File: config.mk
export PLATFORM = sky130hd
export DESIGN_NAME = drcl_core
export DESIGN_NICKNAME = d
export VERILOG_FILES = /design/src/hw/drcl_pkg.sv /design/src/hw/drcl_core.sv /design/src/hw/drcl_sync.sv
export SDC_FILE = /design/constraint.sdc
export NUM_CORES = 1
export LEC_CHECK = 0
export ABC_CLOCK_PERIOD_IN_PS = 12970
export BUFFER_PORTS_ARGS = -buffer_cell sky130_fd_sc_hd__buf_2
export CORE_MARGIN = 4
export CORE_UTILIZATION = 59
export DETAILED_ROUTE_END_ITERATION = 12
export PLACE_DENSITY = 0.87
export RECOVER_POWER = 25
export SLEW_MARGIN = 15
export SYNTH_ARGS = -nofsm -noshare
export SYNTH_HDL_FRONTEND = slang
export SYNTH_HIERARCHICAL = 1
export SYNTH_SLANG_ARGS = --single-unit
File: constraint.sdc
create_clock -name mclk_i -period 12.97 [get_ports mclk_i]
set_input_delay 0.6485 -clock mclk_i [delete_from_list [all_inputs] [get_ports mclk_i]]
set_output_delay 0.6485 -clock mclk_i [all_outputs]
set_load 0.02 [all_outputs]
File: src/hw/drcl_pkg.sv
package drcl_pkg;

  // Frequency word width (units of 0.01 Hz)
  localparam int FREQ_W = 16;
  localparam int TERM_N = 11;          // Multi-function input terminals
  localparam int FUNC_W = 6;           // Terminal function code width

  // Terminal function codes
  localparam logic [FUNC_W-1:0] FN_RUN_ENABLE = 6'h0d;
  localparam logic [FUNC_W-1:0] FN_THREE_WIRE = 6'h0e;
  localparam logic [FUNC_W-1:0] FN_SPEED_UP   = 6'h11;
  localparam logic [FUNC_W-1:0] FN_SPEED_DOWN = 6'h12;
  localparam logic [FUNC_W-1:0] FN_UD_CLEAR   = 6'h14;

  // Configuration values
  localparam logic [1:0] MULTI_KEY_INCH = 2'h1;
  localparam logic [2:0] CMD_SRC_KEYPAD = 3'h0;
  localparam logic [2:0] CMD_SRC_TERM   = 3'h1;
  localparam logic [1:0] STOP_FREE_RUN  = 2'h0;
  localparam logic [1:0] STOP_QSTOP     = 2'h1;
  localparam logic [1:0] STOP_QRESUME   = 2'h2;

  // Minimum three-wire pulse and the tick period of the ramp
  localparam int MIN_PULSE_NS  = 1000000;   // 1 ms
  localparam int CLK_PERIOD_NS = 4;
  localparam int MIN_PULSE_CYC = MIN_PULSE_NS / CLK_PERIOD_NS;
  localparam int RAMP_DIV      = 25000;     // 100 us ramp tick at 250 MHz
  localparam logic [FREQ_W-1:0] QSTOP_DEFAULT = 16'h0032; // 5.0 s in 0.1 s

  // Ramp selection
  typedef enum logic [2:0]
  {
    DRCL_RAMP_NORM  = 3'b001,
    DRCL_RAMP_INCH  = 3'b010,
    DRCL_RAMP_QSTOP = 3'b100
  } drcl_ramp_t;

endpackage : drcl_pkg

File: src/hw/drcl_core.sv
// Contract
// - Keypad inching needs inch key and keypad source
// - Multi key toggles inching, icon shows it
// - Held direction key runs at inching frequency
// - Inching stops with no direction key
// - Inching uses own accel and decel times
// - Terminal codes 17,18,20 give up/down/clear
// - Raise input accelerates, release holds speed
// - Lower input decelerates, release holds speed
// - Both inputs on holds present speed
// - Save running frequency on stop, trip, power-fail
// - Resume from stored frequency on restart
// - Clear input erases stored frequency
// - Code 14 with source 1 latches push-buttons
// - Forward plus reverse together stops motor
// - Code 13 marks the run-enable input
// - Run-enable only honoured in input-gated mode
// - Stop option 0 cuts output, coasts
// - Stop option 1 quick-stops, needs new command
// - Quick-stop time applies only for options 1,2
// - Inching outranks every other speed source
`timescale 1ns/100ps
`default_nettype none
module drcl_core
  import drcl_pkg::*;
#(
  parameter int TERMS    = drcl_pkg::TERM_N,
  parameter int TICK_DIV = drcl_pkg::RAMP_DIV
) (
  input  wire logic                        mclk_i,          // Clock
  input  wire logic                        rst_i,           // Reset
  input  wire logic [1:0]                  multi_key_sel_i, // Multi key use
  input  wire logic [2:0]                  cmd_source_i,    // Command source
  input  wire logic [TERMS*drcl_pkg::FUNC_W-1:0] terminal_function_code_i, // Codes
  input  wire logic                        input_gated_i,   // Run-en mode
  input  wire logic [1:0]                  run_dis_stop_i,  // Stop option
  input  wire logic                        ud_save_i,       // Up/down save
  input  wire logic [drcl_pkg::FREQ_W-1:0] inch_freq_i,     // Inching freq
  input  wire logic [drcl_pkg::FREQ_W-1:0] max_freq_i,      // Max freq
  input  wire logic [drcl_pkg::FREQ_W-1:0] ud_step_i,       // Up/down step
  input  wire logic                        multi_key_i,     // Pin
  input  wire logic                        forward_key_i,   // Pin
  input  wire logic                        reverse_key_i,   // Pin
  input  wire logic                        forward_run_input_i, // Pin
  input  wire logic                        reverse_run_input_i, // Pin
  input  wire logic [TERMS-1:0]            terminal_i,      // Pins
  input  wire logic                        trip_i,          // Trip event
  input  wire logic                        power_fail_i,    // Power fail
  output logic                             inch_icon_o,     // Icon lit while armed
  output logic                             run_o,           // Output on
  output logic                             reverse_o,       // Direction
  output logic                             coast_o,         // Output cut
  output logic [drcl_pkg::FREQ_W-1:0]      target_freq_o,   // Reference
  output logic [drcl_pkg::FREQ_W-1:0]      ud_freq_o,       // Up/down freq
  output logic [drcl_pkg::FREQ_W-1:0]      saved_freq_o,    // Stored freq
  output var drcl_ramp_t                   ramp_sel_o       // Ramp in use
);
  import drcl_pkg::*;

  localparam int SYN_W = TERMS + 5;

  typedef struct packed
  {
    logic              inch_rdy;    // Keypad inching armed
    logic              mk_prev;     // Multi key last level
    logic              tw_run;      // Three-wire latched run
    logic              tw_rev;      // Three-wire direction
    logic              qs_lock;     // Quick-stop lock awaiting command
    logic              run;
    logic              reverse_key;
    logic              coast;
    logic [FREQ_W-1:0] ud_freq;     // Up/down frequency
    logic [FREQ_W-1:0] saved;       // Stored setpoint
    logic              saved_ok;
    logic [FREQ_W-1:0] target;
    drcl_ramp_t        ramp;
    logic [15:0]       tick_cnt;
    logic              was_run;
  } drcl_state_t;

  drcl_state_t st_q;
  drcl_state_t st_d;
  logic [SYN_W-1:0] syn;

  // Every pin is asynchronous to the core clock
  drcl_sync #(.W(SYN_W)) u_sync (
    .mclk_i (mclk_i),
    .rst_i  (rst_i),
    .d_i    ({multi_key_i, forward_key_i, reverse_key_i,
              forward_run_input_i, reverse_run_input_i, terminal_i}),
    .q_o    (syn)
  );

  wire logic mk_s  = syn[SYN_W-1];
  wire logic fk_s  = syn[SYN_W-2];
  wire logic rk_s  = syn[SYN_W-3];
  wire logic fx_s  = syn[SYN_W-4];
  wire logic rx_s  = syn[SYN_W-5];
  wire logic [TERMS-1:0] term_s = syn[TERMS-1:0];

  // Per-terminal function decode
  logic [TERMS-1:0] is_up;
  logic [TERMS-1:0] is_dn;
  logic [TERMS-1:0] is_clr;
  logic [TERMS-1:0] is_en;
  logic [TERMS-1:0] is_tw;
  logic [TERMS-1:0] en_cfg;
  genvar g;
  generate
    for (g = 0; g < TERMS; g++)
    begin : g_term
      wire logic [FUNC_W-1:0] fc = terminal_function_code_i[g*FUNC_W +: FUNC_W];
      assign is_up[g]  = term_s[g] && (fc == FN_SPEED_UP);
      assign is_dn[g]  = term_s[g] && (fc == FN_SPEED_DOWN);
      assign is_clr[g] = term_s[g] && (fc == FN_UD_CLEAR);
      assign en_cfg[g] = (fc == FN_RUN_ENABLE);
      assign is_en[g]  = term_s[g] && en_cfg[g];
      assign is_tw[g]  = term_s[g] && (fc == FN_THREE_WIRE);
    end
  endgenerate

  logic [TERMS-1:0] tw_cfg;
  generate
    for (g = 0; g < TERMS; g++)
    begin : g_twc
      assign tw_cfg[g] = terminal_function_code_i[g*FUNC_W +: FUNC_W]
                         == FN_THREE_WIRE;
    end
  endgenerate

  // Decoded conditions
  logic up_on;
  logic dn_on;
  logic clr_on;
  logic en_ok;
  logic inch_mode;
  logic tw_mode;
  logic term_run;
  logic term_rev;
  logic tick;
  logic [FREQ_W:0] up_sum;

  always_comb
  begin
    up_on     = |is_up;
    dn_on     = |is_dn;
    clr_on    = |is_clr;
    // Run-enable only counts in input-gated mode with a terminal assigned
    en_ok     = !(input_gated_i && (|en_cfg)) || (|is_en);
    inch_mode = (multi_key_sel_i == MULTI_KEY_INCH) &&
                (cmd_source_i == CMD_SRC_KEYPAD) && st_q.inch_rdy;
    tw_mode   = (cmd_source_i == CMD_SRC_TERM) && (|tw_cfg);
    tick      = (st_q.tick_cnt == 16'(TICK_DIV - 1));
    up_sum    = {1'b0, st_q.ud_freq} + {1'b0, ud_step_i};
    // Plain two-wire or latched three-wire command, both-on is a stop
    if (tw_mode)
    begin
      term_run = st_q.tw_run;
      term_rev = st_q.tw_rev;
    end
    else
    begin
      term_run = (fx_s ^ rx_s);
      term_rev = rx_s && !fx_s;
    end
  end

  // Next state
  always_comb
  begin
    st_d          = st_q;
    st_d.mk_prev  = mk_s;
    st_d.tick_cnt = tick ? 16'h0000 : st_q.tick_cnt + 16'h0001;
    // Each rising press of the multi key flips readiness
    if (mk_s && !st_q.mk_prev)
      st_d.inch_rdy = !st_q.inch_rdy;
    // Readiness only means something for keypad inching; dropping it
    // here also keeps the icon dark while terminals own the command
    if (multi_key_sel_i != MULTI_KEY_INCH ||
        cmd_source_i != CMD_SRC_KEYPAD)
      st_d.inch_rdy = 1'b0;

    // Three-wire: run buttons latch, stop terminal opening drops latch.
    // A short glitch is still latched; callers keep 1 ms pulses.
    if (tw_mode)
    begin
      if (!(|is_tw) || (fx_s && rx_s))
        st_d.tw_run = 1'b0;
      else if (fx_s ^ rx_s)
      begin
        st_d.tw_run = 1'b1;
        st_d.tw_rev = rx_s;
      end
    end
    else
      st_d.tw_run = 1'b0;

    // Up/down frequency, held when neither or both are on
    if (term_run && tick && !(up_on && dn_on))
    begin
      if (up_on)
        st_d.ud_freq = (up_sum > {1'b0, max_freq_i}) ? max_freq_i
                       : up_sum[FREQ_W-1:0];
      else if (dn_on)
        st_d.ud_freq = (st_q.ud_freq > ud_step_i)
                       ? st_q.ud_freq - ud_step_i : '0;
    end

    // Store at end of constant-speed running, trip or power failure
    if (ud_save_i && st_q.was_run && !up_on && !dn_on &&
        (!term_run || trip_i || power_fail_i))
    begin
      st_d.saved    = st_q.ud_freq;
      st_d.saved_ok = 1'b1;
    end
    // Resume from the stored value on a fresh command
    if (term_run && !st_q.was_run && st_q.saved_ok && ud_save_i)
      st_d.ud_freq = st_q.saved;
    // Clear only while stopped or at constant speed
    if (clr_on && (!term_run || (!up_on && !dn_on)))
    begin
      st_d.saved    = '0;
      st_d.saved_ok = 1'b0;
      st_d.ud_freq  = '0;
    end
    st_d.was_run = term_run && !trip_i && !power_fail_i;

    // Run-disable handling; the lock waits for the command to drop
    if (!en_ok && run_dis_stop_i == STOP_QSTOP)
      st_d.qs_lock = 1'b1;
    else if (!term_run)
      st_d.qs_lock = 1'b0;

    // Output selection, inching first
    st_d.coast = 1'b0;
    if (inch_mode)
    begin
      st_d.run    = fk_s ^ rk_s;
      st_d.reverse_key    = rk_s && !fk_s;
      st_d.target = (fk_s ^ rk_s) ? inch_freq_i : '0;
      st_d.ramp   = DRCL_RAMP_INCH;
    end
    else if (!en_ok)
    begin
      st_d.run    = 1'b0;
      st_d.target = '0;
      if (run_dis_stop_i == STOP_FREE_RUN)
      begin
        st_d.coast = 1'b1;
        st_d.ramp  = DRCL_RAMP_NORM;
      end
      else
        st_d.ramp  = DRCL_RAMP_QSTOP;
    end
    else if (st_q.qs_lock && run_dis_stop_i == STOP_QSTOP)
    begin
      st_d.run    = 1'b0;
      st_d.target = '0;
      st_d.ramp   = DRCL_RAMP_QSTOP;
    end
    else
    begin
      // Option 2 falls through here and restarts while command holds
      st_d.run    = term_run && !trip_i;
      st_d.reverse_key    = term_run ? term_rev : st_q.reverse_key;
      st_d.target = term_run ? st_q.ud_freq : '0;
      st_d.ramp   = DRCL_RAMP_NORM;
    end
  end

  always_ff @(posedge mclk_i)
  begin
    if (rst_i)
    begin
      st_q      <= '0;
      st_q.ramp <= DRCL_RAMP_NORM;
    end
    else
      st_q <= st_d;
  end

  assign inch_icon_o   = st_q.inch_rdy;
  assign run_o         = st_q.run;
  assign reverse_o     = st_q.reverse_key;
  assign coast_o       = st_q.coast;
  assign target_freq_o = st_q.target;
  assign ud_freq_o     = st_q.ud_freq;
  assign saved_freq_o  = st_q.saved;
  assign ramp_sel_o    = st_q.ramp;

  // Checks beside the logic
  a_inch_stop: assert property (@(posedge mclk_i)
    disable iff (rst_i) inch_mode && !fk_s && !rk_s |=> !run_o)
    else $error("Inching ran without a key");
  a_inch_ramp: assert property (@(posedge mclk_i)
    disable iff (rst_i) inch_mode |=> ramp_sel_o == DRCL_RAMP_INCH)
    else $error("Inching ramp not selected");
  a_ud_hold: assert property (@(posedge mclk_i)
    disable iff (rst_i) up_on && dn_on && !clr_on && st_q.was_run
    && term_run |=> $stable(ud_freq_o))
    else $error("Up/down moved with both inputs on");
  a_ud_clamp: assert property (@(posedge mclk_i)
    disable iff (rst_i) !clr_on && $changed(ud_freq_o) && $past(up_on)
    |-> ud_freq_o <= max_freq_i)
    else $error("Up/down frequency above maximum");
  a_coast_cut: assert property (@(posedge mclk_i)
    disable iff (rst_i) !inch_mode && !en_ok
    && run_dis_stop_i == STOP_FREE_RUN |=> coast_o && !run_o)
    else $error("Free-run stop did not cut output");
  a_qstop_ramp: assert property (@(posedge mclk_i)
    disable iff (rst_i) !inch_mode && !en_ok
    && run_dis_stop_i != STOP_FREE_RUN
    |=> ramp_sel_o == DRCL_RAMP_QSTOP && !coast_o)
    else $error("Quick-stop ramp not used");
  a_both_stop: assert property (@(posedge mclk_i)
    disable iff (rst_i) !inch_mode && !tw_mode && fx_s && rx_s |=> !run_o)
    else $error("Both directions did not stop");
  a_gate_off: assert property (@(posedge mclk_i)
    disable iff (rst_i) !input_gated_i && !inch_mode && !tw_mode && fx_s
    && !rx_s && !trip_i && !st_q.qs_lock |=> run_o)
    else $error("Run blocked with enable ignored");
  a_clear_save: assert property (@(posedge mclk_i)
    disable iff (rst_i) clr_on && !term_run |=> saved_freq_o == '0)
    else $error("Clear did not erase setpoint");

  // Icon, lock, direction and latch checks
  a_icon_avail: assert property (@(posedge mclk_i)
    disable iff (rst_i) cmd_source_i != CMD_SRC_KEYPAD |=> !inch_icon_o)
    else $error("Icon lit without keypad inching");
  a_lock_hold: assert property (@(posedge mclk_i)
    disable iff (rst_i) st_q.qs_lock && run_dis_stop_i == STOP_QSTOP
    && !inch_mode |=> !run_o)
    else $error("Quick-stop lock let the drive restart");
  a_inch_dir: assert property (@(posedge mclk_i)
    disable iff (rst_i) inch_mode && fk_s && !rk_s |=> run_o && !reverse_o)
    else $error("Forward inching key did not run forward");
  a_tw_stop: assert property (@(posedge mclk_i)
    disable iff (rst_i) tw_mode && !(|is_tw) |=> !st_q.tw_run)
    else $error("Open stop contact left the latch set");

  c_inch_run: cover property (@(posedge mclk_i) inch_mode && run_o);
  c_ud_both:  cover property (@(posedge mclk_i) up_on && dn_on && term_run);
  c_tw_latch: cover property (@(posedge mclk_i) tw_mode && st_q.tw_run);
  c_qs_lock:  cover property (@(posedge mclk_i) st_q.qs_lock && en_ok);
  c_ud_save:  cover property (@(posedge mclk_i) st_q.saved_ok);
endmodule : drcl_core
`default_nettype wire

File: src/hw/drcl_sync.sv
`timescale 1ns/100ps
`default_nettype none
module drcl_sync #(
  parameter int W = 1
) (
  input  wire logic         mclk_i,  // Core clock
  input  wire logic         rst_i,   // Synchronous reset
  input  wire logic [W-1:0] d_i,     // Asynchronous inputs
  output logic      [W-1:0] q_o      // Synchronised outputs
);
  typedef struct packed
  {
    logic [W-1:0] s1;
    logic [W-1:0] s2;
  } drcl_sync_t;

  drcl_sync_t st_q;
  drcl_sync_t st_d;

  // Two stages; only the second stage is read outside
  always_comb
  begin
    st_d    = st_q;
    st_d.s1 = d_i;
    st_d.s2 = st_q.s1;
  end

  always_ff @(posedge mclk_i)
  begin
    if (rst_i)
      st_q <= '0;
    else
      st_q <= st_d;
  end

  assign q_o = st_q.s2;
endmodule : drcl_sync
`default_nettype wire

---- Yosys cells after proc, flatten, opt, wreduce, memory -nomap -nowiden ----
Cells that the tools add are included.
storage, ports and cells
  flip-flop bits (word level) ............. 109
  input bits .............................. 143
  output and inout bits ................... 55
  word-level logic and storage cells ...... 234
operators by class
  add/sub/neg operators ................... 3
  magnitude comparators ................... 2
  eq/ne operators ......................... 62
  muxes and demuxes ....................... 23
  bitwise logic cells ..................... 4
  reduce and logical (&&, ||, !) cells .... 122
operator list
  kind                                                    number
  equality test 6 x 5 -> 1 bit (second input constant)    33
  equality test 6 x 4 -> 1 bit (second input constant)    22
  two-way mux 16 bit                                      8
  logical AND 1 bit                                       79
  OR reduction 11 bit                                     7
  two-way mux 19 bit                                      3
  adder 16 x 16 -> 17 bit                                 1
  > comparator 17 x 16 -> 1 bit                           1
  adder 16 x 1 -> 16 bit (second input constant)          1
  equality test 16 x 15 -> 1 bit (second input constant)  1
  > comparator 16 bit                                     1
  subtractor 16 bit                                       1
  logical NOT 1 bit                                       14
  two-way mux 1 bit                                       10
  OR reduction 2 bit                                      4
  logical OR 1 bit                                        6
  AND reduction 3 bit                                     2
  nonzero test 2 bit                                      3
  nonzero test 3 bit                                      2
  OR reduction 3 bit                                      2
  equality test 2 x 1 -> 1 bit (second input constant)    2
  inequality test 2 x 1 -> 1 bit (second input constant)  2
  equality test 3 x 1 -> 1 bit (second input constant)    1
  logical NOT 3 bit                                       1
  7 further kinds                                         9

---- Depth between registers and ports, before layout ----
  word-level depth ........................ 9
  mapped depth ............................ 20

---- By module ----
The synthesis kept the hierarchy.
by module, submodules not included
  module     instances  cells each  area an instance (um2)  sequential area each (um2)
  drcl_core  1          891         7103.1                  1541.5
  drcl_sync  1          67          863.3                   640.6

---- Worst setup path before layout ----
OpenSTA, ideal clock, no wires.
  kind .................................... input-to-reg
  start ................................... in ud_step_i[8] in the netlist's numbering
  end ..................................... reg st_q (netlist bit ud_freq_o[1])
  library setup time ...................... 0.120 ns
  arrival ................................. 4.264 ns
  path slack .............................. 8.586 ns
  cell stages on the path ................. 19
  path through ............................ inv_1 > ha_1 > buf_2 > nor4_2 > nand2_1 > a211oi_1 > o311ai_1 > a211o_1 > and3_1 > or2_1 > ha_1 > a2111oi_0 > nand2_1 > o211ai_1 > o2111ai_1 > buf_2 > mux2i_1 > nor2_1 > o31a_1
between the ends
  cells in the longest elaborated chain, start to end .. 6
RTL lines
  what                                                                        RTL line                            RTL
  start, declared                                                             drcl_core.sv:40                     input wire logic [drcl_pkg::FREQ_W-1:0] ud_step_i,
  adder 16 x 16 -> 17 bit / > comparator 16 bit (equally long branches)       drcl_core.sv:154, drcl_core.sv:205
  > comparator 17 x 16 -> 1 bit / two-way mux 16 bit (equally long branches)  drcl_core.sv:202, drcl_core.sv:206
  two-way mux 16 bit (on tied branches)                                       drcl_core.sv:202, drcl_core.sv:204
  two-way mux 16 bit (*)                                                      drcl_core.sv:201                    if (up_on)
  two-way mux 16 bit (*)                                                      drcl_core.sv:199                    if (term_run && tick && !(up_on && dn_on))
  two-way mux 16 bit (*)                                                      drcl_core.sv:217                    if (term_run && !st_q.was_run && st_q.saved_ok && ud_save_i)
  end signal, assigned                                                        drcl_core.sv:279                    st_q <= st_d;
  end, declared                                                               drcl_core.sv:81                     drcl_state_t st_q;
Mark *: on every way between the ends. The rest lies on a longest branch, timed or not. The select of a mux whose other input is x is not followed.
A chain may end at the register's enable or synchronous reset.

---- Final worst setup path ----
  start ................................... in ud_step_i[1] in the netlist's numbering
  end ..................................... reg st_q (netlist bit ud_freq_o[12])
between the ends
  cells in the longest elaborated chain, start to end .. 6
RTL lines
  what                                                                        RTL line                            RTL
  adder 16 x 16 -> 17 bit, or another cell as far along                       drcl_core.sv:154                    up_sum = {1'b0, st_q.ud_freq} + {1'b0, ud_step_i};
  > comparator 17 x 16 -> 1 bit / two-way mux 16 bit (equally long branches)  drcl_core.sv:202, drcl_core.sv:206
  two-way mux 16 bit (on tied branches)                                       drcl_core.sv:202, drcl_core.sv:204
  two-way mux 16 bit (*)                                                      drcl_core.sv:201
  two-way mux 16 bit (*)                                                      drcl_core.sv:199
  two-way mux 16 bit (*)                                                      drcl_core.sv:217
Marked as above.

==> results list <==
* Run status: finished, violations left
- Violated checks: capacitance limit, slew limit
* Sequential standard cell area: 2180 µm²
* Most used routing layer in global routing: met2
* Dpl hpwl: 18.4 mm
* Worst hold slack across all endpoints: 0.440 ns
- After detailed routing, the number of remaining DRC violations is 0.
- Number of placed I/O pins: 198
* Cell internal pwr: 0.544 mW
- Pin slew with the least headroom to its limit: 2.59 ns
- Area of the die: 15,400 µm²
- Net switching power: 0.209 mW
- Power, Total: 0.753 mW
- Counting every net in the synthesized netlist gives 1,155.
* Arrival time of data at the critical path endpoint: 5.35 ns
- Detailed router's first-iteration violation count: 798
* Worst setup EP type: flop
- Along the worst hold path, the cell count comes to 1.
- Die outline height: 124 µm
* Worst-case clock buffer depth: 2
- Of the cells placed in the final design, the portion with a size suffix greater than 1 is 0.235.
* Pin count of the biggest net entering global routing: 64
- Met2 usage in global routing: 0.490
- Fraction of power consumed by sequential logic: 0.457
* Mean post-synth cell area: 8.32 µm²
- Area of combinational cells with multiple inputs: 4930 µm²
- Cell-by-cell listing of the critical path: buf_2, inv_1, ha_1, nor2b_1, o311ai_0, a211oi_1, o311ai_1, a211o_1, a21oi_1, or2_1, ha_1, a2111oi_0, nand2_1, o211ai_1, o2111ai_2, buf_4, a2111oi_0, a211oi_1, o31a_1
- Standard-cell row count: 42
* Slew Viols, Final: 64
- Leakage component of the power: 3.83 nW
* Tightest Hold Check Type: reg -> reg
- Yosys warnings: 6
* Instance area after placement: 8650 µm²
- For this run, global-route usage on met1 was measured as 0.356.
* Vias per cell: 6.01
* Count of flip-flops with a built-in enable after synthesis: 0
- The first global-routing pass estimated 37.0 mm of wire.
* Total routing usage reported by global routing: 0.291
- Setup slack on the worst reg-to-reg path comes out at 7.89 ns.
- Insertion delay of the later-clocked pin in the worst-skew pair: 0.35 ns
- Core ar.: 13,200 µm²
* Timing-limited maximum frequency: 0.196 GHz
* End of the worst register-to-register path: ud_freq_o[12]
* Clock tree root buffer cell: sky130_fd_sc_hd__clkbuf_16
* Power share of the clock group: 0.392
* Tmin final: 5.11 ns
- In the synthesized netlist, the number of instances is 958.
* First-pass iteration count of the detailed router: 6
- Post-Synthesis Cell Area: 7970 µm²
* CTS Hold Buffers Added: 0
- The number of antenna diodes in the final layout is 0.
* Buffers on Ports: 197
- Ys flop type: sky130_fd_sc_hd__dfxtp_1
- Vias in the first global route: 7,248
- Counting flops and latches in the post-synthesis netlist gives 109.
- Largest incremental delay on the critical path: 0.71 ns
* Count of filler cells inserted in the layout: 1,143
- In this run the most critical hold path is launched from u_sync/st_d[7].
* Post-CTS clock slew at the launch and capture registers of the worst setup and hold paths: 0.07 ns
- Number of max-cap violations: 1
- Timing analysis after detailed placement gives a worst setup slack of 7.65 ns.
* Sort of element at the start of the critical path: input pin
* Post-synthesis sequential area ratio: 0.274
- The share of total power dissipated in combinational logic is 0.151.
- Beginning of the worst register-to-register path: ud_freq_o[1]
- The setup path with the least slack is of type in -> reg.
* Design area: 8970 µm²
* Share of the clock period used by the worst path after layout: 0.394
- Across all layers, the routed design uses 7,636 vias.
* GR Layer Usage met3: 0.0722
* DIE WIDTH: 124 µm
- In this run the worst path has a maximum fanout of 31.
- CTS Buf Count: 9
* Post-CTS sizing: 0
* Max H-tree Level: 3
- Congestion Overflow GR: 0
- Setup-failing EPs final: 0
* Initial antenna violation count: 1
- In this run the post-CTS setup repair buffer count came out at 0.
- Cell family contributing the most delay on the critical path: compound AO/OA/AOI/OAI gates
- Once detail routing completed, the nets flagged for antenna violations numbered 0.
* Post-detailed-route wirelength per cell: 18.5 µm
* Switching power as a share of total power: 0.277
- Final critical-path setup slack: 7.86 ns
- After synthesis, the netlist uses 82 different library cells.
- Required time of the critical path: 13.21 ns
* Power Dens Cells: 83.9 nW/µm²
- Area growth, synth to finish: 12.6%
* Layout Skew: 0.0110 ns
- The tree built by TritonCTS fans out to 109 sinks.
* Fin Setup TNS: 0 ns
- IR drop worst, VDD: 57.5 µV
* Initial core utilization: 0.602
- FFs w/ async S/R, synth: 0
* RePlAce Congestion: 1.02
- TritonCTS built the clock tree.
- End point of the most critical hold path: u_sync/q_o[7]
- Max-slew headroom: -0.727
* DRT Wirelength: 23.4 mm
- Unrepaired setup endpoints after global routing: false
- For this run, the post-layout net count is 1,286.
- On the critical path, the stage with the largest delay is an instance of sky130_fd_sc_hd__o311ai_0.
- Hold violation total from the final report: 0
* Reg2reg path depth: 17
- The number of buffers and inverters on the critical path is 3.
[per-layer routing]
| metal | part of all wire | wire (µm) |
|---|---|---|
| met1 | 0.40 | 9470 |
| met2 | 0.47 | 11000 |
| met3 | 0.090 | 2110 |
| met4 | 0.035 | 827 |
| met5 | 0.00030 | 7 |
[logic make-up (layout without fill, tap and decap cells)]
group           after synthesis  in the layout  share of synthesized area
compound gates              174            174                      0.176
xor+xnor                     37             37                     0.0430
fa+ha+maj                    54             54                     0.0867
buf+inv                     158            294                      0.108
flops                       109            109                      0.274
mux                          21             21                     0.0265
simple gates                405            405                      0.285
[final cells by class]
type                    count  area share
multi-input cells         691       0.550
clock inverters             7      0.0117
clock buffers               9      0.0251
inverters                  74      0.0310
flip-flops and latches    109       0.243
repair buffers            204       0.115
well taps                 176      0.0245
[worst max path at each step]
| stage | start | endpoint | slack [ns] | depth (start not counted) |
|---|---|---|---|---|
| floorplan | ud_step_i[8] | ud_freq_o[1] | 8.59 | 19 |
| global placement | ud_step_i[1] | ud_freq_o[12] | 7.89 | 19 |
| detailed placement | ud_step_i[1] | ud_freq_o[12] | 7.65 | 19 |
| CTS | ud_step_i[1] | ud_freq_o[12] | 7.99 | 19 |
| global route | ud_step_i[1] | ud_freq_o[12] | 7.39 | 19 |
| finish | ud_step_i[1] | ud_freq_o[12] | 7.86 | 19 |
[synth_stat cells (all sizes together), types with 4 or more instances]
| master | number | share of area |
|---|---|---|
| nor2 | 134 | 0.063 |
| dfxtp | 109 | 0.27 |
| buf | 74 | 0.069 |
| inv | 74 | 0.035 |
| nor2b | 62 | 0.049 |
| ha | 52 | 0.082 |
| nand3 | 41 | 0.027 |
| a21oi | 33 | 0.024 |
| nand2 | 27 | 0.013 |
| a22oi | 26 | 0.025 |
| nor3 | 23 | 0.015 |
| xnor2 | 23 | 0.025 |
| a211oi | 20 | 0.021 |
| mux2i | 20 | 0.025 |
| nand4 | 19 | 0.016 |
| xor2 | 14 | 0.018 |
| a221oi | 13 | 0.022 |
| o31a | 13 | 0.014 |
| and3 | 12 | 0.010 |
| nor4b | 12 | 0.013 |
| o21ai | 12 | 0.0075 |
| and4bb | 11 | 0.017 |
| nand3b | 11 | 0.010 |
| nor4 | 11 | 0.010 |
| clkbuf | 10 | 0.0047 |
| nand2b | 7 | 0.0055 |
| a31oi | 6 | 0.0047 |
| o21a | 6 | 0.0057 |
| a2111oi | 5 | 0.0063 |
| a21o | 5 | 0.0057 |
| nor3b | 5 | 0.0047 |
| nor4bb | 5 | 0.0063 |
| a221o | 4 | 0.0050 |
| and3b | 4 | 0.0044 |
| o21bai | 4 | 0.0042 |
| o311ai | 4 | 0.0053 |
| o31ai | 4 | 0.0038 |
| or4 | 4 | 0.0038 |
[power by group through the flow]
stage | combinational (mW) | sequential [mW] | clock [mW]
floorplan | 0.0688 | 0.351 | 0
global placement | 0.109 | 0.352 | 0
detailed placement | 0.111 | 0.352 | 0
CTS | 0.112 | 0.344 | 0.297
global route | 0.126 | 0.345 | 0.313
finish | 0.114 | 0.344 | 0.295
[worst register-to-register path: cells and delay by family, from the launching register on]
family	cells	cell delay (ns)
buf+inv	1	0.25
flops	1	0.42
fa+ha+maj	2	0.56
compound gates	11	3.31
simple gates	3	0.42
[through the flow]
stage,std cells,util
floorplan,958,-
global placement,1254,0.653
detailed placement,1254,0.653
CTS,1270,0.678
global route,1270,0.678
finish,1270,0.678
[flip-flops by register name, summed over array words and instances, names as in the netlist]
name           count
st_q              22
saved_freq_o      16
target_freq_o     16
u_sync/q_o        16
u_sync/st_d       16
ud_freq_o         16
ramp_sel_o         3
coast_o            1
inch_icon_o        1
reverse_o          1
run_o              1
[layout by cell type (no fill, tap or decap), types with 13 or more instances in the layout]
cell,n
sky130_fd_sc_hd__a211oi_1,18
sky130_fd_sc_hd__a21oi_1,31
sky130_fd_sc_hd__a22oi_1,26
sky130_fd_sc_hd__buf_2,192
sky130_fd_sc_hd__dfxtp_1,109
sky130_fd_sc_hd__ha_1,52
sky130_fd_sc_hd__inv_1,73
sky130_fd_sc_hd__mux2i_1,20
sky130_fd_sc_hd__nand2_1,27
sky130_fd_sc_hd__nand3_1,40
sky130_fd_sc_hd__nand4_1,18
sky130_fd_sc_hd__nor2_1,134
sky130_fd_sc_hd__nor2b_1,62
sky130_fd_sc_hd__nor3_1,22
sky130_fd_sc_hd__o31a_1,13
sky130_fd_sc_hd__xnor2_1,23
sky130_fd_sc_hd__xor2_1,13
Note: power is estimated with default switching activity, not from simulation.
